<file path="src/rtl/llcb_cfg.svh">
// llcb: register offsets, field positions, reset values and masks
`ifndef LLCB_CFG_SVH
`define LLCB_CFG_SVH
// ----------------------------------------
// register offsets
// ----------------------------------------
`define LLCB_OFS_RATE 16'h0c02
`define LLCB_OFS_CHAN 16'h0c04
`define LLCB_OFS_EQ 16'h0c05
`define LLCB_OFS_RTX 16'h0c06
`define LLCB_OFS_BUS 16'h0c07
`define LLCB_OFS_SIDE 16'h0c08
`define LLCB_OFS_ACK 16'h0c0d
`define LLCB_OFS_THR 16'h0c0e
`define LLCB_OFS_FILT 16'h0c0f
`define LLCB_OFS_ROUTE 16'h0cd1
// ----------------------------------------
// register indices, count
// ----------------------------------------
`define LLCB_IX_RATE 4'h0
`define LLCB_IX_CHAN 4'h1
`define LLCB_IX_EQ 4'h2
`define LLCB_IX_RTX 4'h3
`define LLCB_IX_BUS 4'h4
`define LLCB_IX_SIDE 4'h5
`define LLCB_IX_ACK 4'h6
`define LLCB_IX_THR 4'h7
`define LLCB_IX_FILT 4'h8
`define LLCB_IX_ROUTE 4'h9
`define LLCB_IX_NONE 4'hf
`define LLCB_NREG 10
// ----------------------------------------
// reset values and writable masks
// ----------------------------------------
`define LLCB_RST_VALS {8'h00, 8'h09, 8'h00, 8'h00, 8'h21, 8'h00, 8'h6f, 8'h39, 8'h03, 8'h03}
`define LLCB_WR_MASKS {8'hff, 8'h79, 8'hff, 8'h84, 8'h37, 8'hed, 8'hff, 8'hff, 8'h6b, 8'h03}
// ----------------------------------------
// field positions
// ----------------------------------------
`define LLCB_B_OUT_DIS 6
`define LLCB_B_PRBS_ON 5
`define LLCB_B_PORT_SEL 3
`define LLCB_B_REV_RX 1
`define LLCB_B_FWD_TX 0
`define LLCB_B_SKIP_ADDR 7
`define LLCB_B_NO_FAR 6
`define LLCB_B_TRACK_STY 5
`define LLCB_B_EQ_ON 4
`define LLCB_B_HIGH_IMM 7
`define LLCB_B_RETRY_LIM 6
`define LLCB_B_TW_RETRY 5
`define LLCB_B_SKEW_COMP 4
`define LLCB_B_IN_RETRY 3
`define LLCB_B_DOUBLE 7
`define LLCB_B_HALF_RATE 6
`define LLCB_B_WIDE 5
`define LLCB_B_HIGH_BW 3
`define LLCB_B_SYNC_ENC 2
`define LLCB_B_PIX_CRC 0
`define LLCB_B_IN_FWD 5
`define LLCB_B_FSYNC_TX 4
`define LLCB_B_PKT_MODE 2
`define LLCB_B_LOC_ACK 7
`define LLCB_B_LINE_FOLLOW 2
`define LLCB_B_DE_FILT 6
`define LLCB_B_HS_FILT 5
`define LLCB_B_VS_FILT 4
`define LLCB_B_SEP_DE 3
`define LLCB_B_PRBS_STY 0
`define LLCB_MAX_BOOST 4'hb
`endif

</file>
<file path="src/rtl/llcb_pkg.sv">
// llcb: shared types for the link configuration bank
package llcb_pkg;
    typedef enum logic [1:0] {
        LLCB_RATE_LOW = 2'h0, LLCB_RATE_MID = 2'h1, LLCB_RATE_HIGH = 2'h2, LLCB_RATE_AUTO = 2'h3
    } llcb_rate_e;
    typedef enum logic [5:0] {
        LLCB_HV_D18 = 6'h01, LLCB_HV_D14 = 6'h02, LLCB_HV_D12 = 6'h04,
        LLCB_HV_D0 = 6'h08, LLCB_HV_AUTO = 6'h10, LLCB_HV_RSVD = 6'h20
    } llcb_sync_bit_source_e;
    typedef enum logic [3:0] {
        LLCB_CHK_1 = 4'h1, LLCB_CHK_5 = 4'h2, LLCB_CHK_8 = 4'h4, LLCB_CHK_RSVD = 4'h8
    } llcb_chk_len_e;
    typedef struct packed {
        llcb_rate_e rate;
        logic outputs_off;
        logic prbs_test_on;
        logic prbs_style;
        logic side_port_select;
        logic reverse_side_rx_on;
        logic forward_side_tx_on;
        logic skip_reg_addr;
        logic sync_tracking_style;
        logic equalizer_run;
        logic [3:0] manual_boost;
        logic high_immunity;
        logic retry_limit_on;
        logic twowire_retry_on;
        logic input_skew_comp;
        logic input_retry_on;
        llcb_sync_bit_source_e sync_bit_source;
        logic double_output;
        logic half_rate_out;
        logic [5:0] bus_total_bits;
        logic [5:0] bus_video_bits;
        logic [1:0] bus_ctl_bits;
        logic sync_encoding_on;
        logic pixel_check_crc;
        logic input_forward_on;
        logic frame_sync_tx_on;
        logic packet_side_mode;
        llcb_chk_len_e side_check_len;
        logic de_glitch_filter;
        logic hs_glitch_filter;
        logic vs_glitch_filter;
        logic separate_de_on;
    } llcb_link_s;
endpackage

</file>
<file path="src/rtl/llcb_bank.sv">
// llcb: legacy link configuration register bank and its decoded controls
`timescale 1ns/1ps
`include "llcb_cfg.svh"

// Contract
// RULE1 - eight fixed control pin orders by field
// RULE2 - each control pin driven when enabled
// RULE3 - rate range codes, auto detect at reset
// RULE4 - output disable bit turns outputs off
// RULE5 - prbs enable enters test, legacy in hbw; prbs_test_on is not gated by hbw
// RULE6 - port select picks port zero or one
// RULE7 - reverse rx, forward tx enables default on
// RULE8 - method bit omits register address
// RULE9 - ignore far starts without far master
// RULE10 - equalizer enable, manual boost code, reset nine
// RULE11 - high immunity bit loaded from strap
// RULE12 - retry and skew compensation enables
// RULE13 - sync bit source field decode
// RULE14 - double output and half rate bits
// RULE15 - bus width modes from two bits
// RULE16 - pixel check type, pin when local off
// RULE17 - input forwarding and frame sync enables
// RULE18 - packet mode and check length field
// RULE19 - local acknowledge when forward unavailable
// RULE20 - tracking bit drops line with frame lock
// RULE21 - error threshold register reset zero
// RULE22 - glitch filters and separate de enable
// RULE23 - prbs style bit, legacy in hbw
module llcb_bank
    import llcb_pkg::*;
(
    input wire logic clk_sys,
    input wire logic rst_n,
    input wire logic [15:0] reg_addr,
    input wire logic reg_wr,
    input wire logic reg_rd,
    input wire logic [7:0] reg_wdata,
    output logic [7:0] reg_rdata_q,
    output logic reg_ack_q,
    input wire logic [4:0] ctl_int,
    output logic [4:0] ctl_pin_o_q,
    output logic [4:0] ctl_pin_oe_q,
    input wire logic him_cfg_pin,
    input wire logic pix_check_pin,
    input wire logic local_side_on,
    input wire logic adaptive_eq_on,
    input wire logic fwd_avail,
    input wire logic far_start,
    output logic far_start_q,
    output logic local_ack_q,
    input wire logic hlock_in,
    input wire logic vlock_in,
    output logic hlock_q,
    input wire logic [7:0] err_count,
    output logic thr_reached_q,
    output llcb_link_s link_q
);

    // ----------------------------------------
    // storage and pin synchronisers
    // ----------------------------------------
    localparam logic [8*`LLCB_NREG-1:0] RST_VALS = `LLCB_RST_VALS;
    localparam logic [8*`LLCB_NREG-1:0] WR_MASKS = `LLCB_WR_MASKS;

    logic [7:0] regs_q [`LLCB_NREG];
    logic [1:0] him_sync_q;
    logic [1:0] pix_sync_q;
    logic him_done_q;
    logic [3:0] boost_q;
    llcb_link_s link_d;

    always_ff @(posedge clk_sys) begin
        him_sync_q <= {him_sync_q[0], him_cfg_pin};
        pix_sync_q <= {pix_sync_q[0], pix_check_pin};
    end

    // ----------------------------------------
    // address decode
    // ----------------------------------------
    logic [3:0] hit_ix;

    always_comb begin
        if (reg_addr == `LLCB_OFS_RATE) begin
            hit_ix = `LLCB_IX_RATE;
        end else if (reg_addr == `LLCB_OFS_CHAN) begin
            hit_ix = `LLCB_IX_CHAN;
        end else if (reg_addr == `LLCB_OFS_EQ) begin
            hit_ix = `LLCB_IX_EQ;
        end else if (reg_addr == `LLCB_OFS_RTX) begin
            hit_ix = `LLCB_IX_RTX;
        end else if (reg_addr == `LLCB_OFS_BUS) begin
            hit_ix = `LLCB_IX_BUS;
        end else if (reg_addr == `LLCB_OFS_SIDE) begin
            hit_ix = `LLCB_IX_SIDE;
        end else if (reg_addr == `LLCB_OFS_ACK) begin
            hit_ix = `LLCB_IX_ACK;
        end else if (reg_addr == `LLCB_OFS_THR) begin
            hit_ix = `LLCB_IX_THR;
        end else if (reg_addr == `LLCB_OFS_FILT) begin
            hit_ix = `LLCB_IX_FILT;
        end else if (reg_addr == `LLCB_OFS_ROUTE) begin
            hit_ix = `LLCB_IX_ROUTE;
        end else begin
            hit_ix = `LLCB_IX_NONE;
        end
    end

    wire hit = (hit_ix != `LLCB_IX_NONE);
    wire [7:0] rd_mux = hit ? regs_q[hit_ix] : 8'h00;
    wire wr_him = reg_wr && (hit_ix == `LLCB_IX_RTX);
    wire him_load = !him_done_q && !wr_him;

    // ----------------------------------------
    // register writes
    // ----------------------------------------
    always_ff @(posedge clk_sys) begin
        if (!rst_n) begin
            for (int i = 0; i < `LLCB_NREG; i++) begin
                regs_q[i] <= RST_VALS[8*i +: 8];
            end
            him_done_q <= 1'b0;
        end else begin
            for (int i = 0; i < `LLCB_NREG; i++) begin
                if (reg_wr && hit_ix == 4'(i)) begin
                    regs_q[i] <= reg_wdata & WR_MASKS[8*i +: 8];
                end
            end
            if (him_load) begin
                regs_q[`LLCB_IX_RTX][`LLCB_B_HIGH_IMM] <= him_sync_q[1]; // RULE11
            end
            him_done_q <= 1'b1;
        end
    end

    always_ff @(posedge clk_sys) begin
        if (!rst_n) begin
            reg_rdata_q <= 8'h00;
            reg_ack_q <= 1'b0;
        end else begin
            reg_rdata_q <= reg_rd ? rd_mux : reg_rdata_q;
            reg_ack_q <= reg_rd;
        end
    end

    // ----------------------------------------
    // field views
    // ----------------------------------------
    wire [7:0] r_rate = regs_q[`LLCB_IX_RATE];
    wire [7:0] r_chan = regs_q[`LLCB_IX_CHAN];
    wire [7:0] r_eq = regs_q[`LLCB_IX_EQ];
    wire [7:0] r_rtx = regs_q[`LLCB_IX_RTX];
    wire [7:0] r_bus = regs_q[`LLCB_IX_BUS];
    wire [7:0] r_side = regs_q[`LLCB_IX_SIDE];
    wire [7:0] r_ack = regs_q[`LLCB_IX_ACK];
    wire [7:0] r_thr = regs_q[`LLCB_IX_THR];
    wire [7:0] r_filt = regs_q[`LLCB_IX_FILT];
    wire [7:0] r_route = regs_q[`LLCB_IX_ROUTE];

    wire out_dis = r_chan[`LLCB_B_OUT_DIS];
    wire wide = r_bus[`LLCB_B_WIDE];
    wire hbw_eff = r_bus[`LLCB_B_HIGH_BW] && !wide;
    wire eq_run = r_eq[`LLCB_B_EQ_ON];
    wire boost_ok = r_eq[3:0] <= `LLCB_MAX_BOOST;

    // ----------------------------------------
    // control pin routing
    // ----------------------------------------
    function automatic logic [2:0] src_of(input logic [2:0] ord, input logic [2:0] pin);
        logic [3:0] s;
        s = 4'h0;
        if (!ord[2]) begin
            s = 4'(pin) + 4'h5 - 4'({2'b00, ord[1:0]});
        end else begin
            s = 4'h4 - 4'(pin) + 4'({2'b00, ord[1:0]});
        end
        if (s >= 4'h5) begin
            s = s - 4'h5;
        end
        return s[2:0];
    endfunction

    logic [4:0] pin_d;

    always_comb begin
        pin_d = 5'h00;
        for (int p = 0; p < 5; p++) begin
            pin_d[p] = ctl_int[src_of(r_route[7:5], 3'(p))]; // RULE1
        end
    end

    wire [4:0] oe_d = r_route[4:0] & {5{!out_dis}}; // RULE2 RULE4

    always_ff @(posedge clk_sys) begin
        if (!rst_n) begin
            ctl_pin_o_q <= 5'h00;
            ctl_pin_oe_q <= 5'h00;
        end else begin
            ctl_pin_o_q <= pin_d;
            ctl_pin_oe_q <= oe_d;
        end
    end

    // ----------------------------------------
    // decoded link controls
    // ----------------------------------------
    llcb_sync_bit_source_e hv_d;
    llcb_chk_len_e chk_d;

    always_comb begin
        case (r_rtx[2:0]) // RULE13
            3'h0: hv_d = LLCB_HV_D18;
            3'h1: hv_d = LLCB_HV_D14;
            3'h2: hv_d = LLCB_HV_D12;
            3'h3: hv_d = LLCB_HV_D0;
            3'h6, 3'h7: hv_d = LLCB_HV_AUTO;
            default: hv_d = LLCB_HV_RSVD;
        endcase
        case (r_side[1:0]) // RULE18
            2'h0: chk_d = LLCB_CHK_1;
            2'h1: chk_d = LLCB_CHK_5;
            2'h2: chk_d = LLCB_CHK_8;
            default: chk_d = LLCB_CHK_RSVD;
        endcase
    end

    // reserved boost codes keep the last good one
    wire [3:0] boost_d = boost_ok ? r_eq[3:0] : boost_q; // RULE10

    always_comb begin
        link_d = link_q;
        link_d.rate = llcb_rate_e'(r_rate[1:0]); // RULE3
        link_d.outputs_off = out_dis; // RULE4
        link_d.prbs_test_on = r_chan[`LLCB_B_PRBS_ON]; // RULE5
        link_d.prbs_style = r_filt[`LLCB_B_PRBS_STY] && !hbw_eff; // RULE23
        link_d.side_port_select = r_chan[`LLCB_B_PORT_SEL]; // RULE6
        link_d.reverse_side_rx_on = r_chan[`LLCB_B_REV_RX]; // RULE7
        link_d.forward_side_tx_on = r_chan[`LLCB_B_FWD_TX]; // RULE7
        link_d.skip_reg_addr = r_eq[`LLCB_B_SKIP_ADDR]; // RULE8
        link_d.sync_tracking_style = r_eq[`LLCB_B_TRACK_STY];
        link_d.equalizer_run = eq_run; // RULE10
        link_d.manual_boost = (eq_run && !adaptive_eq_on) ? boost_d : 4'h0; // RULE10
        link_d.high_immunity = r_rtx[`LLCB_B_HIGH_IMM]; // RULE11
        link_d.retry_limit_on = r_rtx[`LLCB_B_RETRY_LIM]; // RULE12
        link_d.twowire_retry_on = r_rtx[`LLCB_B_TW_RETRY]; // RULE12
        link_d.input_skew_comp = r_rtx[`LLCB_B_SKEW_COMP]; // RULE12
        link_d.input_retry_on = r_rtx[`LLCB_B_IN_RETRY]; // RULE12
        link_d.sync_bit_source = hv_d;
        link_d.double_output = r_bus[`LLCB_B_DOUBLE]; // RULE14
        link_d.half_rate_out = r_bus[`LLCB_B_HALF_RATE]; // RULE14
        link_d.bus_total_bits = wide ? 6'h20 : (hbw_eff ? 6'h1b : 6'h18); // RULE15
        link_d.bus_video_bits = wide ? 6'h1e : (hbw_eff ? 6'h18 : 6'h16); // RULE15
        link_d.bus_ctl_bits = hbw_eff ? 2'h3 : 2'h2; // RULE15
        link_d.sync_encoding_on = r_bus[`LLCB_B_SYNC_ENC];
        link_d.pixel_check_crc = local_side_on ? r_bus[`LLCB_B_PIX_CRC] : pix_sync_q[1]; // RULE16
        link_d.input_forward_on = r_side[`LLCB_B_IN_FWD]; // RULE17
        link_d.frame_sync_tx_on = r_side[`LLCB_B_FSYNC_TX]; // RULE17
        link_d.packet_side_mode = r_side[`LLCB_B_PKT_MODE]; // RULE18
        link_d.side_check_len = chk_d;
        link_d.de_glitch_filter = r_filt[`LLCB_B_DE_FILT]; // RULE22
        link_d.hs_glitch_filter = r_filt[`LLCB_B_HS_FILT]; // RULE22
        link_d.vs_glitch_filter = r_filt[`LLCB_B_VS_FILT]; // RULE22
        link_d.separate_de_on = r_filt[`LLCB_B_SEP_DE]; // RULE22
    end

    // ----------------------------------------
    // side channel, lock and error status
    // ----------------------------------------
    wire far_d = far_start && !r_eq[`LLCB_B_NO_FAR]; // RULE9
    wire lack_d = r_ack[`LLCB_B_LOC_ACK] && !fwd_avail; // RULE19
    wire hlock_d = hlock_in && (!r_ack[`LLCB_B_LINE_FOLLOW] || vlock_in); // RULE20
    wire thr_d = (r_thr != 8'h00) && (err_count >= r_thr); // RULE21

    always_ff @(posedge clk_sys) begin
        if (!rst_n) begin
            link_q <= '0;
            boost_q <= 4'h9;
            far_start_q <= 1'b0;
            local_ack_q <= 1'b0;
            hlock_q <= 1'b0;
            thr_reached_q <= 1'b0;
        end else begin
            link_q <= link_d;
            boost_q <= boost_d;
            far_start_q <= far_d;
            local_ack_q <= lack_d;
            hlock_q <= hlock_d;
            thr_reached_q <= thr_d;
        end
    end
endmodule

</file>
<file path="config.mk">
export PLATFORM = sky130hd
export DESIGN_NAME = llcb_bank
export DESIGN_NICKNAME = d
export VERILOG_FILES = /design/src/rtl/llcb_pkg.sv /design/src/rtl/llcb_bank.sv
export VERILOG_INCLUDE_DIRS = /design/src /design/src/rtl
export SDC_FILE = /design/constraint.sdc
export NUM_CORES = 1
export LEC_CHECK = 0
export ABC_AREA = 1
export BUFFER_PORTS_ARGS = -buffer_cell sky130_fd_sc_hd__buf_2
export CORE_AREA = 4 4 126 128
export CTS_BUF_LIST = sky130_fd_sc_hd__clkbuf_8 sky130_fd_sc_hd__clkbuf_16
export DETAILED_ROUTE_END_ITERATION = 6
export DIE_AREA = 0 0 130 132
export PLACE_DENSITY = 0.68
export SLEW_MARGIN = 5
export SYNTH_ARGS = -nofsm -noshare
export SYNTH_HDL_FRONTEND = slang
export SYNTH_SLANG_ARGS = --single-unit
export TNS_END_PERCENT = 5
</file>
<file path="constraint.sdc">
create_clock -name clk_sys -period 2.4 [get_ports clk_sys]
set_input_delay 0.48 -clock clk_sys [delete_from_list [all_inputs] [get_ports clk_sys]]
set_output_delay 0.48 -clock clk_sys [all_outputs]
set_load 0.02 [all_outputs]
</file>
Word level (Yosys, flattened, before mapping). Memories as Yosys holds them, arrays and structs flattened. A register that Yosys moved wholly into a read port is not among the register bits. Cells that the tools add are included.

Register bits: 85. Latch bits: 0. RAM bits: 80. ROM bits: 0. Input bits: 49. Output and inout port bits: 78. Word-level logic and storage cells: 234. Memories: 1.

$add $sub $neg: 14. $mul: 0. Divide/modulo/power cells: 0. $lt $le $gt $ge: 12. Eq/ne operators: 27. Shifts and indexed selects: 0. Mux-type cells: 86. Bitwise gates (word level): 13. Reduce and logical (&&, ||, !) cells: 36.

Memory list: regs_q (words 10, bits a word 8, read ports 11, clocked after Yosys merged registers in 1, wr ports 10, line llcb_bank.sv:65) `` logic [7:0] regs_q [`LLCB_NREG]; ``.

Operator list (number): 16-bit by 12-bit == test with 1-bit output (second input constant) (10); 8-bit 2-to-1 mux (11); 4-bit 2-to-1 mux (16); 1-bit 2-to-1 mux (43); 6-bit case mux with 5 select lines (1); 3-bit 2-to-1 mux (7); 4-bit by 3-bit greater-or-equal comparator with 1-bit output (second input constant) (5); 3-bit by 4-bit < comparator with 1-bit output (second input constant) (5); 1-bit logical AND (18); 4-bit by 3-bit == test with 1-bit output (second input constant) (4); 1-bit binary-select mux with 3-bit select (5); 3-bit subtractor (second input constant) (5); 4-bit case mux with 3 select lines (1); 3-bit by 2-bit subtractor with 4-bit output (first input constant) (3); 1-bit OR (11); 1-bit zero test (10); 4-bit by 2-bit == test with 1-bit output (second input constant) (2); 4-bit == test (second input constant) (2); 8-bit greater-or-equal comparator (1); 8-bit nonzero test (1); 4-bit by 2-bit subtractor with 4-bit output (first input constant) (2); 2-bit by 2-bit adder with 3-bit output (first input constant) (2); 3-bit by 2-bit == test with 1-bit output (second input constant) (2); 3-bit == test (second input constant) (2); other kinds (18) (19).

Logic depth before layout (Yosys ltp). Gate-level depths: netlist (run 1).

Depth in word-level cells: 19. Depth in mapped cells: 17.

Worst setup path after synthesis (run 1). No wires, ideal clock.

Kind: register -> register. Start point: mem regs_q[9][5]. End point: reg ctl_pin_o_q[3]. Setup time: 0.127 ns. Arrival time: 2.316 ns. Required time: 2.273 ns. Path slack: -0.043 ns. Cell stages (with the launch flop): 13. Clock period less this slack: 2.443 ns. Cells stage by stage: edfxtp_1 -> clkbuf_1 -> inv_1 -> ha_1 -> inv_1 -> ha_1 -> inv_1 -> o21ai_0 -> nand2_1 -> o21ai_0 -> nor3b_1 -> o21ai_0 -> a31oi_1.

RTL lines: from (decl) (line llcb_bank.sv:65); to (signal assigned) (line llcb_bank.sv:198) `ctl_pin_o_q <= pin_d;`; to (decl) (line llcb_bank.sv:41) `output logic [4:0] ctl_pin_o_q,`.

==> results of run 1 <==
==> path summary, 6_finish.rpt <==
check | end | slack [ns] | cells past startpoint
setup reg to reg | ctl_pin_o_q[3] | 0.20 | 12
hold reg to reg | pix_sync_q[1] | 0.32 | 0
setup / recovery | ctl_pin_o_q[3] | 0.20 | 12
hold / removal | him_sync_q[0] | 0.16 | 1
==> synthesized netlist by cell type (all sizes together) <==
cell    number
nor3b        2
nand3b       1
a211oi       1
nand2      202
o221ai       2
or3          1
and3         1
nand4       14
xnor2        1
conb         1
edfxtp      57
dfxtp       80
inv        121
a21oi       23
o21ai       43
ha          17
buf         13
or2          5
o21a         1
clkbuf       7
nor3        14
nand3       41
fa           1
nor2       115
clkinv       4
nor4         2
a21boi       1
a31oi        3
nor2b        1
o211ai       9
==> report_power, final <==
part           internal, mW  total [mW]  switching [mW]
registers              2.54        2.60          0.0565
logic                 0.201       0.576           0.375
clock network          1.56        2.56           0.996
==> registers in the layout, indices dropped and copies added (netlist names) <==
| register | flops |
|---|---|
| far_start_q | 1 |
| link_q | 48 |
| ctl_pin_o_q | 5 |
| regs_q | 57 |
| him_done_q | 1 |
| pix_sync_q | 2 |
| him_sync_q | 2 |
| reg_rdata_q | 8 |
| thr_reached_q | 1 |
| hlock_q | 1 |
| boost_q | 4 |
| ctl_pin_oe_q | 5 |
| reg_ack_q | 1 |
| local_ack_q | 1 |
==> worst reg2reg max path, delay by kind of cell (launching register included) <==
kind,cells,cell delay [ns]
AND/OR/NAND/NOR,2,0.27
adder cells (fa/ha/maj),2,0.56
AO/OA/AOI/OAI,3,0.40
buffers and inverters,4,0.42
flip-flops,1,0.38
XOR/XNOR,1,0.11
==> layout make-up <==
class,instances,area share
clock buffer,18,0.0539
sequential,137,0.407
clock inverter,14,0.0181
tap,188,0.0289
multi-input combinational,504,0.318
inverter,125,0.0579
timing repair buffer,157,0.116
==> cells by family (layout without fill, tap and decap cells) <==
kind of cell / after synthesis / count (layout) / share of synthesized area
fa+ha+maj: 18 / 18 / 0.0359
flops: 137 / 137 / 0.511
simple gates: 399 / 399 / 0.285
buf+inv: 145 / 314 / 0.0924
compound gates: 83 / 83 / 0.0735
xor+xnor: 1 / 1 / 0.00135
other cells: 1 / 3 / 0.000578
==> per-layer routing <==
layer / share of wire / GRT usage
met4: 0.021 / 0.0664
met1: 0.43 / 0.266
met3: 0.088 / 0.0478
met5: 0 / 0
met2: 0.46 / 0.313
==> metrics by stage <==
stage / TNS, ns / worst slack, ns
6_report: 0 / 0.202
4_1_cts: 0 / 0.0600
5_1_grt: -0.00711 / -0.00711
2_1_floorplan: 0 / 0.0504
3_5_place_dp: -0.200 / -0.0441
3_3_place_gp: -0.112 / -0.0217
==> timing repair <==
| action | in CTS | in global routing |
|---|---|---|
| gates resized for setup | 0 | 10 |
| setup endpoints to repair | 0 | 1 |
| buffers inserted | 0 | 2 |
==> results.md, run 1 <==
* Status: finished clean
* Post-CTS Hold Buffers at 0
* Clk Latency, worst-skew pair at between 0.4 and 0.5 ns
* Post-Syn Instances at about 780
* Global-route wire length before repair at about 27 mm
* Share of the synthesized area in the top cell type at 0.264
* CTS tree: yes
* DRT iter0 DRCs at between 400 and 500
* Nets at just over 1,000
* Setup Skew at 0.00675 ns
* Fin crit share at 0.916
* Power Dens Cells at 703 nW/um^2
* Crit path max-delay family: adder cells
* Area after DPL at approximately 7500 um^2
* Top cells by area, synth: edfxtp_1, dfxtp_1, nand2_1
* # setup viols final at 0
* Num CTS Buffers at 17
* Reg2reg start: regs_q[9][5]
* Drt via density at about 5.0
* Cell variety after synth at 48
* Area of the multi-input gates at 2590 um^2
* Core Region at about 15,000 um^2
* Global route overflow at 0
* Synthesis-stage register bit count at approximately 140
* Max incr delay on CP at roughly 0.38 ns
* Commonest non-fill, non-tap cells in the layout: nand2_1, buf_2, inv_1, nor2_1, dfxtp_1
* Routability cong. at about 0.9
* N_diodes at 0
* Layout cells sized above 1 at 0.268
* Die Area at 17,200 um^2
* Data arrival time of the worst path at 2.53 ns
* Die H at between 100 and 150 um
* Starting Density at 0.436
* Register area at between 3000 and 4000 um^2
* Layout filler cell count at between 1,000 and 1,500
* Slowest stage cell on the critical path: edfxtp_1
* Avg Cell Area, Syn at slightly above 8 um^2
* Fin Hold WS at ~0.16 ns
* CP required at between 2 and 3 ns
* Crit-path cells: inv_2 > ha_1 > inv_2 > ha_1 > inv_1 > o21ai_2 > nand2_2 > buf_4 > xnor2_1 > nor3b_1 > o21ai_0 > a31oi_1
* Hold Crit Start: him_cfg_pin
* Total power at ~5.7 mW
* Largest net degree at the start of global routing at 56
* Critical Path End Type: flip-flop
* Mapped Area at roughly 6500 um^2
* Post-DP HPWL at roughly 13 mm
* Die width at about 130 um
* CTS sink count at approximately 140
* Yosys warns at 0
* WP buf/inv at 4
* Slew Viols, Final at 0
* Register area share after synthesis at 0.511
* Peak VDD IR at 0.498 mV
* IO Pins at 127
* DRT Pass-1 Iters at 4
* Placed Cells incl. Taps at between 1,000 and 1,500
* Root buffer cell: clkbuf_16
* Clk pin slew, worst setup/hold paths at approximately 0.06 ns
* Fmax at roughly 450 MHz
* WS Path Type: flip-flop to flip-flop
* Residual DRC count at 0
* Leak pwr at between 3 and 4 nW
* Layout area overhead at 25.6%
* Final Non-Filler Cells at around 1,100
* Total track usage at 0.198
* Fin area at around 8100 um^2
* Area leader, netlist: edfxtp_1
* H-tree lvl count at 4
* Number of global-route vias before repair at roughly 5,300
* HP Class: primary input to flip-flop
* Remaining antenna violation count at 0
* Routed vias at roughly 5,700
* Max-Cap Viols at 0
* Initial antenna violation count at 0
* Clk buf depth at 2
* Hold Vio Cnt, Final at 0
* Final wirelength at about 17 mm
* Crit Path Max Fanout at 5
* Port-buffer cells at between 100 and 150
* Final min period at 2.20 ns
* Utilization after layout at 0.548
* Site row count at 45
* Wire per inst at about 15 um
* Commonest non-fill, non-tap cell in the layout: nand2_1
* Crit path launch: regs_q[9][5]
* Worst Setup Start Kind: flip-flop
(Power assumes the default switching activity.)
==> run 2, diff against run 1 <==
==> constraint.sdc (replaced) <==
create_clock -name clk_sys -period 2.4 [get_ports clk_sys]
set_input_delay 0 -clock clk_sys [delete_from_list [all_inputs] [get_ports clk_sys]]
set_output_delay 0 -clock clk_sys [all_outputs]
set_load 0.02 [all_outputs]
==> run 2 against run 1 <==
Sequential share of layout area grew 0.64 points. Maximum frequency grew 0.40%. Clock-buffer cell count is the same. First-iteration DRC count shrank 4.2%. Power grew 0.36%. Global-route usage shrank 0.38 points. Critical path depth grew 2.
==> results.md, run 2 (synthesis results as in run 1) <==
* Layout cells sized above 1 at 0.239 (-0.0295)
* CTS tree: yes
* Num CTS Buffers at 17 (unchanged)
* Nets at 997 (-1.2%)
* Max-slew headroom at 0.658
* Commonest non-fill, non-tap cells in the layout: nand2_1, buf_2, inv_1, nor2_1, dfxtp_1
* Drt via density at 4.84 (-2.3%)
* Remaining antenna violation count at 0 (unchanged)
* HP Class: primary input to flip-flop
* Post-DP HPWL at 12.4 mm (-2.6%)
* Starting Density at 0.436 (unchanged)
* Fin Hold WS at 0.0189 ns (-0.137 ns)
* Die H at 132 um (unchanged)
* IO Pins at 127 (unchanged)
* Residual DRC count at 0 (unchanged)
* Data arrival time of the worst path at 2.49 ns (-0.04 ns)
* DRT Pass-1 Iters at 7 (+3)
* Commonest non-fill, non-tap cell in the layout: nand2_1
* # Post-CTS Setup Buffers at 0 (unchanged)
* Setup TNS at 0 ns (unchanged)
* Final wirelength at 16.2 mm (-4.2%)
* Register area at 3310 um^2 (unchanged)
* Largest net degree at the start of global routing at 38 (-32%)
* RSZ-0062 raised after global routing: false
* Hold Vio Cnt, Final at 0 (unchanged)
* Root buffer cell: clkbuf_16
* Initial antenna violation count at 0 (unchanged)
* Number of global-route vias before repair at 5,336 (+0.36%)
* Routed vias at 5,479 (-3.4%)
* Routability cong. at 0.913 (+1.9%)
* Fin crit share at 0.912 (-0.00363)
* Crit Path Max Fanout at 11 (+6)
* Total power at 5.75 mW (+0.36%)
* Area of the multi-input gates at 2590 um^2 (-0.14%)
* DRT iter0 DRCs at 431 (-4.2%)
* WS Path Type: flip-flop to flip-flop
* Total track usage at 0.194 (-0.00384)
* Status: finished clean
* Power Dens Cells at 717 nW/um^2 (+1.9%)
* Max-Cap Viols at 0 (unchanged)
* Die width at 130 um (unchanged)
* Layout filler cell count at 1,410 (-0.35%)
* CP required at 2.70 ns (-0.04 ns)
* Worst-margin pin slew at 0.510 ns
* Slew Viols, Final at 0 (unchanged)
* Final min period at 2.19 ns (-0.00872 ns)
* Number of flip-flops in the largest register at 57 (unchanged)
* Global-route wire length before repair at 25.9 mm (-2.8%)
* Global route overflow at 0 (unchanged)
* Crit-path cells: buf_4 > nor2_2 > inv_1 > nand2_1 > ha_1 > inv_1 > ha_1 > or2_2 > nand3_1 > a21oi_1 > o21ai_0 > nand2_1 > a31oi_1 > nor3_1
* Wire per inst at 14.3 um (-3.2%)
* Die Area at 17,200 um^2 (unchanged)
* N_diodes at 0 (unchanged)
* Clk pin slew, worst setup/hold paths at 0.06 ns (about the same)
* Leak pwr at 3.89 nW (-1.9%)
* Clk buf depth at 2 (unchanged)
* Peak VDD IR at 0.501 mV (+0.78%)
* Slowest stage cell on the critical path: edfxtp_1
* H-tree lvl count at 4 (unchanged)
* Worst Setup Start Kind: flip-flop
* Max incr delay on CP at 0.38 ns (about the same)
* Clk Latency, worst-skew pair at 0.42 ns (about the same)
* Register name with the most flops: regs_q
* Layout area overhead at 23.7%
* Critical Path End Type: flip-flop
* Biggest regs: regs_q (57), link_q (48), reg_rdata_q (8)
* # setup viols final at 0 (unchanged)
* Core Region at 14,900 um^2 (unchanged)
* CTS sink count at 137 (unchanged)
* Site row count at 45 (unchanged)
* Port-buffer cells at 123 (unchanged)
* Setup Skew at 0.00579 ns (-0.000965 ns)
* Fmax at 457 MHz (+0.40%)
-- run 2: power breakdown --
part / internal (mW) / switching [mW]
sequential: 2.54 / 0.0545
combinational: 0.197 / 0.370
clock: 1.59 / 0.994
total: 4.33 / 1.42
-- run 2: final timing paths --
kind                                     from              to  slack (ns)  cells after the start
worst max-delay path             regs_q[9][5]  ctl_pin_o_q[1]        0.21                     14
worst min-delay path             reg_wdata[4]    regs_q[2][4]        0.02                      3
worst max register to register   regs_q[9][5]  ctl_pin_o_q[1]        0.21                     14
worst min register to register  pix_sync_q[0]   pix_sync_q[1]        0.32                      0
-- run 2: area by class of cell --
| class | instances | area share |
|---|---|---|
| sequential | 137 | 0.413 |
| clock inverter | 14 | 0.0182 |
| timing repair buffer | 145 | 0.101 |
| multi-input combinational | 504 | 0.323 |
| tap | 188 | 0.0293 |
| clock buffer | 18 | 0.0562 |
| inverter | 125 | 0.0588 |
-- run 2: critical path: cells and delay by family, from the launching register on --
family          cells  cell delay [ns]
flops               1             0.38
simple gates        6             0.75
buf+inv             3             0.31
fa+ha+maj           2             0.33
compound gates      3             0.30
-- run 2: what timing repair did --
item	CTS	global route
endpoints found under the hold margin	22	0
gates resized for setup	0	4
setup endpoints to repair	0	2
hold buffers	13	0
-- run 2: per-stage QoR --
step	setup slack (ns)	util	std cells	instance area [um^2]
after floorplan	0.0504	-	786	6490
after global routing	0.0309	0.540	1131	8020
after detailed placement	0.156	0.490	1086	7280
after global placement	0.232	0.490	1086	7280
final	0.211	0.540	1131	8020
after CTS	0.138	0.539	1131	8010
-- run 2: metal layers --
| layer | wire length (um) | global-route usage | share of wire |
|---|---|---|---|
| met1 | 7130 | 0.260 | 0.44 |
| met2 | 7450 | 0.310 | 0.46 |
| met3 | 1330 | 0.0458 | 0.082 |
| met4 | 246 | 0.0618 | 0.015 |
| met5 | 0 | 0 | 0 |
==> run 3, diff against run 2 <==
--- a/config.mk
+++ b/config.mk
@@ -8,12 +8,12 @@
 export LEC_CHECK = 0
 export ABC_AREA = 1
 export BUFFER_PORTS_ARGS = -buffer_cell sky130_fd_sc_hd__buf_2
-export CORE_AREA = 4 4 126 128
+export CORE_AREA = 2 2 158 98
 export CTS_BUF_LIST = sky130_fd_sc_hd__clkbuf_8 sky130_fd_sc_hd__clkbuf_16
 export DETAILED_ROUTE_END_ITERATION = 6
-export DIE_AREA = 0 0 130 132
-export PLACE_DENSITY = 0.68
-export SLEW_MARGIN = 5
+export DIE_AREA = 0 0 160 100
+export PLACE_DENSITY = 0.69
+export SLEW_MARGIN = 20
 export SYNTH_ARGS = -nofsm -noshare
 export SYNTH_HDL_FRONTEND = slang
 export SYNTH_SLANG_ARGS = --single-unit
==> run 3 against run 2 <==
Combinational power is 3% higher. Final cell count increased by 1.6%. Sequential power barely moved. Non-clock buffer count rose by 3. Via count grew 4.6%. Critical path type unchanged. Critical endpoint is now ctl_pin_o_q[3]. Largest cell class unchanged.
==> results.md, run 3 (synthesis results as in run 1) <==
* Crit-path cells: inv_2 > ha_4 > inv_2 > ha_1 > inv_1 > o21ai_0 > nand2_1 > buf_4 > xnor2_1 > nor3b_1 > o21ai_0 > a31oi_1
* Die H at 100 um (-24%)
* WP buf/inv at 4 (+1)
* Post-DP HPWL at 13.1 mm (+5.5%)
* Max incr delay on CP at 0.46 ns (+0.08 ns)
* Worst Reg2Reg Path Length in Cells at 12 (-2)
* Total track usage at 0.227 (+0.0331)
* Peak VDD IR at 0.405 mV (-19%)
* Hold Path Cell Cnt at 3 (unchanged)
* Max-slew headroom at 0.619 (-0.0396)
* Total power at 6.08 mW (+5.8%)
* Final min period at 2.19 ns (+0.00529 ns)
* CP required at 2.75 ns (+0.05 ns)
* Power Dens Cells at 748 nW/um^2 (+4.4%)
* # setup viols final at 0 (unchanged)
* N_diodes at 0 (unchanged)
* Die Area at 16,000 um^2 (-6.8%)
* Gate power share at 0.096 (-0.003)
* Max-Cap Viols at 0 (unchanged)
* Worst Setup Start Kind: flip-flop
* Residual DRC count at 0 (unchanged)
* Clk buf depth at 2 (unchanged)
* Core Region at 14,800 um^2 (-0.42%)
* Number of flip-flops in the largest register at 57 (unchanged)
* Register name with the most flops: regs_q
* Site row count at 35 (-22%)
* Data arrival time of the worst path at 2.54 ns (+0.05 ns)
* IO Pins at 127 (unchanged)
* RSZ-0062 raised after global routing: false
* Crit Path Max Fanout at 6 (-5)
* Commonest non-fill, non-tap cells in the layout: nand2_1, buf_2, inv_1, nor2_1, dfxtp_1
* Layout cells sized above 1 at 0.241 (+0.00241)
* Fmax at 456 MHz (-0.24%)
* Remaining antenna violation count at 0 (unchanged)
* Leak pwr at 3.92 nW (+0.80%)
* DRT iter0 DRCs at 538 (+25%)
* Nets at 1,000 (+0.30%)
* Port-buffer cells at 123 (unchanged)
* Root buffer cell: clkbuf_16
* Setup Skew at 0.00594 ns (+0.000156 ns)
* Switching Fraction at 0.249 (+0.00218)
* Global route overflow at 0 (unchanged)
* Status: finished clean
* Reg2reg start: regs_q[9][5]
* Setup TNS at 0 ns (unchanged)
* Commonest non-fill, non-tap cell in the layout: nand2_1
* Starting Density at 0.438 (+0.00184)
* H-tree lvl count at 4 (unchanged)
* Routability cong. at 0.937 (+2.7%)
* Fin crit share at 0.914 (+0.00221)
* Clock share of power at 0.477 (+0.027)
* Hold Crit Start: reg_wdata[1]
* Initial antenna violation count at 0 (unchanged)
* Num CTS Buffers at 17 (unchanged)
* Die width at 160 um (+23%)
* Global-route wire length before repair at 27.8 mm (+7.3%)
* WS Path Type: flip-flop to flip-flop
* Worst-margin pin slew at 0.566 ns (+0.0554 ns)
* CTS sink count at 137 (unchanged)
* Hold EP: regs_q[3][1]
* Clk pin slew, worst setup/hold paths at 0.06 ns (about the same)
* Slew Viols, Final at 0 (unchanged)
* Largest net degree at the start of global routing at 36 (-5.3%)
* Flop pwr share at 0.427 (-0.024)
* Reg2reg setup slack at 0.21 ns (about the same)
* Layout area overhead at 25.4%
* HP Class: primary input to flip-flop
* Routed vias at 5,732 (+4.6%)
* Wire per inst at 15.4 um (+7.9%)
* Number of global-route vias before repair at 5,248 (-1.6%)
* Hold Vio Cnt, Final at 0 (unchanged)
* Drt via density at 4.99 (+3.0%)
* Clk Latency, worst-skew pair at 0.42 ns (about the same)
* Slowest stage cell on the critical path: edfxtp_1
* Final wirelength at 17.7 mm (+9.6%)
* Biggest regs: regs_q (57), link_q (48), reg_rdata_q (8)
* P_int at 4.57 mW (+5.5%)
* Critical Path End Type: flip-flop
* R2r endpoint: ctl_pin_o_q[3]
* Crit path max-delay family: flip-flops
* DRT Pass-1 Iters at 6 (-1)
* CTS tree: yes
* Sw Pwr at 1.51 mW (+6.7%)
==> run 3: changes by cell type in the layout (fill, tap and decap cells not counted), moves of 2 or more <==
cell / before / now
inv_1: 112 / 109
buf_4: 9 / 11
bufinv_16: 2 / 4
inv_8: 0 / 2
==> run 3: layout make-up <==
cell class | count | area [um^2]
fill | 1408 | 6670
sequential | 137 | 3310
multi-input combinational | 504 | 2590
timing repair buffer | 148 | 838
inverter | 125 | 472
clock buffer | 18 | 450
tap | 203 | 254
clock inverter | 14 | 210
==> run 3: worst max path at each step <==
stage                            start              to  depth (start not counted)
final                     regs_q[9][5]  ctl_pin_o_q[3]                         12
after global routing      regs_q[9][5]  ctl_pin_o_q[3]                         12
after CTS                 regs_q[9][5]  ctl_pin_o_q[3]                         12
after detailed placement  regs_q[9][5]  ctl_pin_o_q[3]                         12
after global placement    regs_q[9][5]  ctl_pin_o_q[3]                         12
after floorplan           regs_q[9][5]  ctl_pin_o_q[1]                         13
==> run 3: power by group through the flow <==
stage                     Combinational (mW)  Sequential (mW)  Clock (mW)
after CTS                              0.573             2.60        2.93
after global routing                   0.648             2.61        3.04
after detailed placement               0.552             2.65           0
after floorplan                        0.279             2.70           0
after global placement                 0.545             2.65           0
final                                  0.582             2.60        2.90
==> run 3: routing by layer <==
metal,global-route usage,vias to the layer above,routed length (um)
met5,0,-,0
met4,0.0457,0,100
met3,0.0636,13,1820
met2,0.335,270,7320
met1,0.335,2656,8470
li1,-,2793,-
==> run 3: metrics by stage <==
step | setup slack, ns | hold slack [ns] | cells | instance area (um^2) | utilization
6_report | 0.205 | 0.0300 | 1149 | 8130 | 0.549
5_1_grt | 0.00561 | 0.0461 | 1149 | 8130 | 0.549
4_1_cts | 0.0684 | 0.00947 | 1148 | 8110 | 0.548
3_5_place_dp | 0.0798 | 0.104 | 1102 | 7310 | 0.494
3_3_place_gp | 0.148 | 0.103 | 1102 | 7310 | 0.494
2_1_floorplan | 0.0504 | 0.0277 | 786 | 6490 | -
==> run 3: tightest hold or removal path, stage by stage <==
cell and delay [ns]:
buf_2 0.08, inv_1 0.15, nand2_1 0.11
==> run 3: repair_timing <==
| item | 4_1_cts | 5_1_grt |
|---|---|---|
| buffers inserted | 0 | 1 |
| endpoints found under the setup margin | 0 | 2 |
| hold endpoints to repair | 19 | 0 |
| resized for setup | 0 | 3 |
| hold buffers | 14 | 0 |
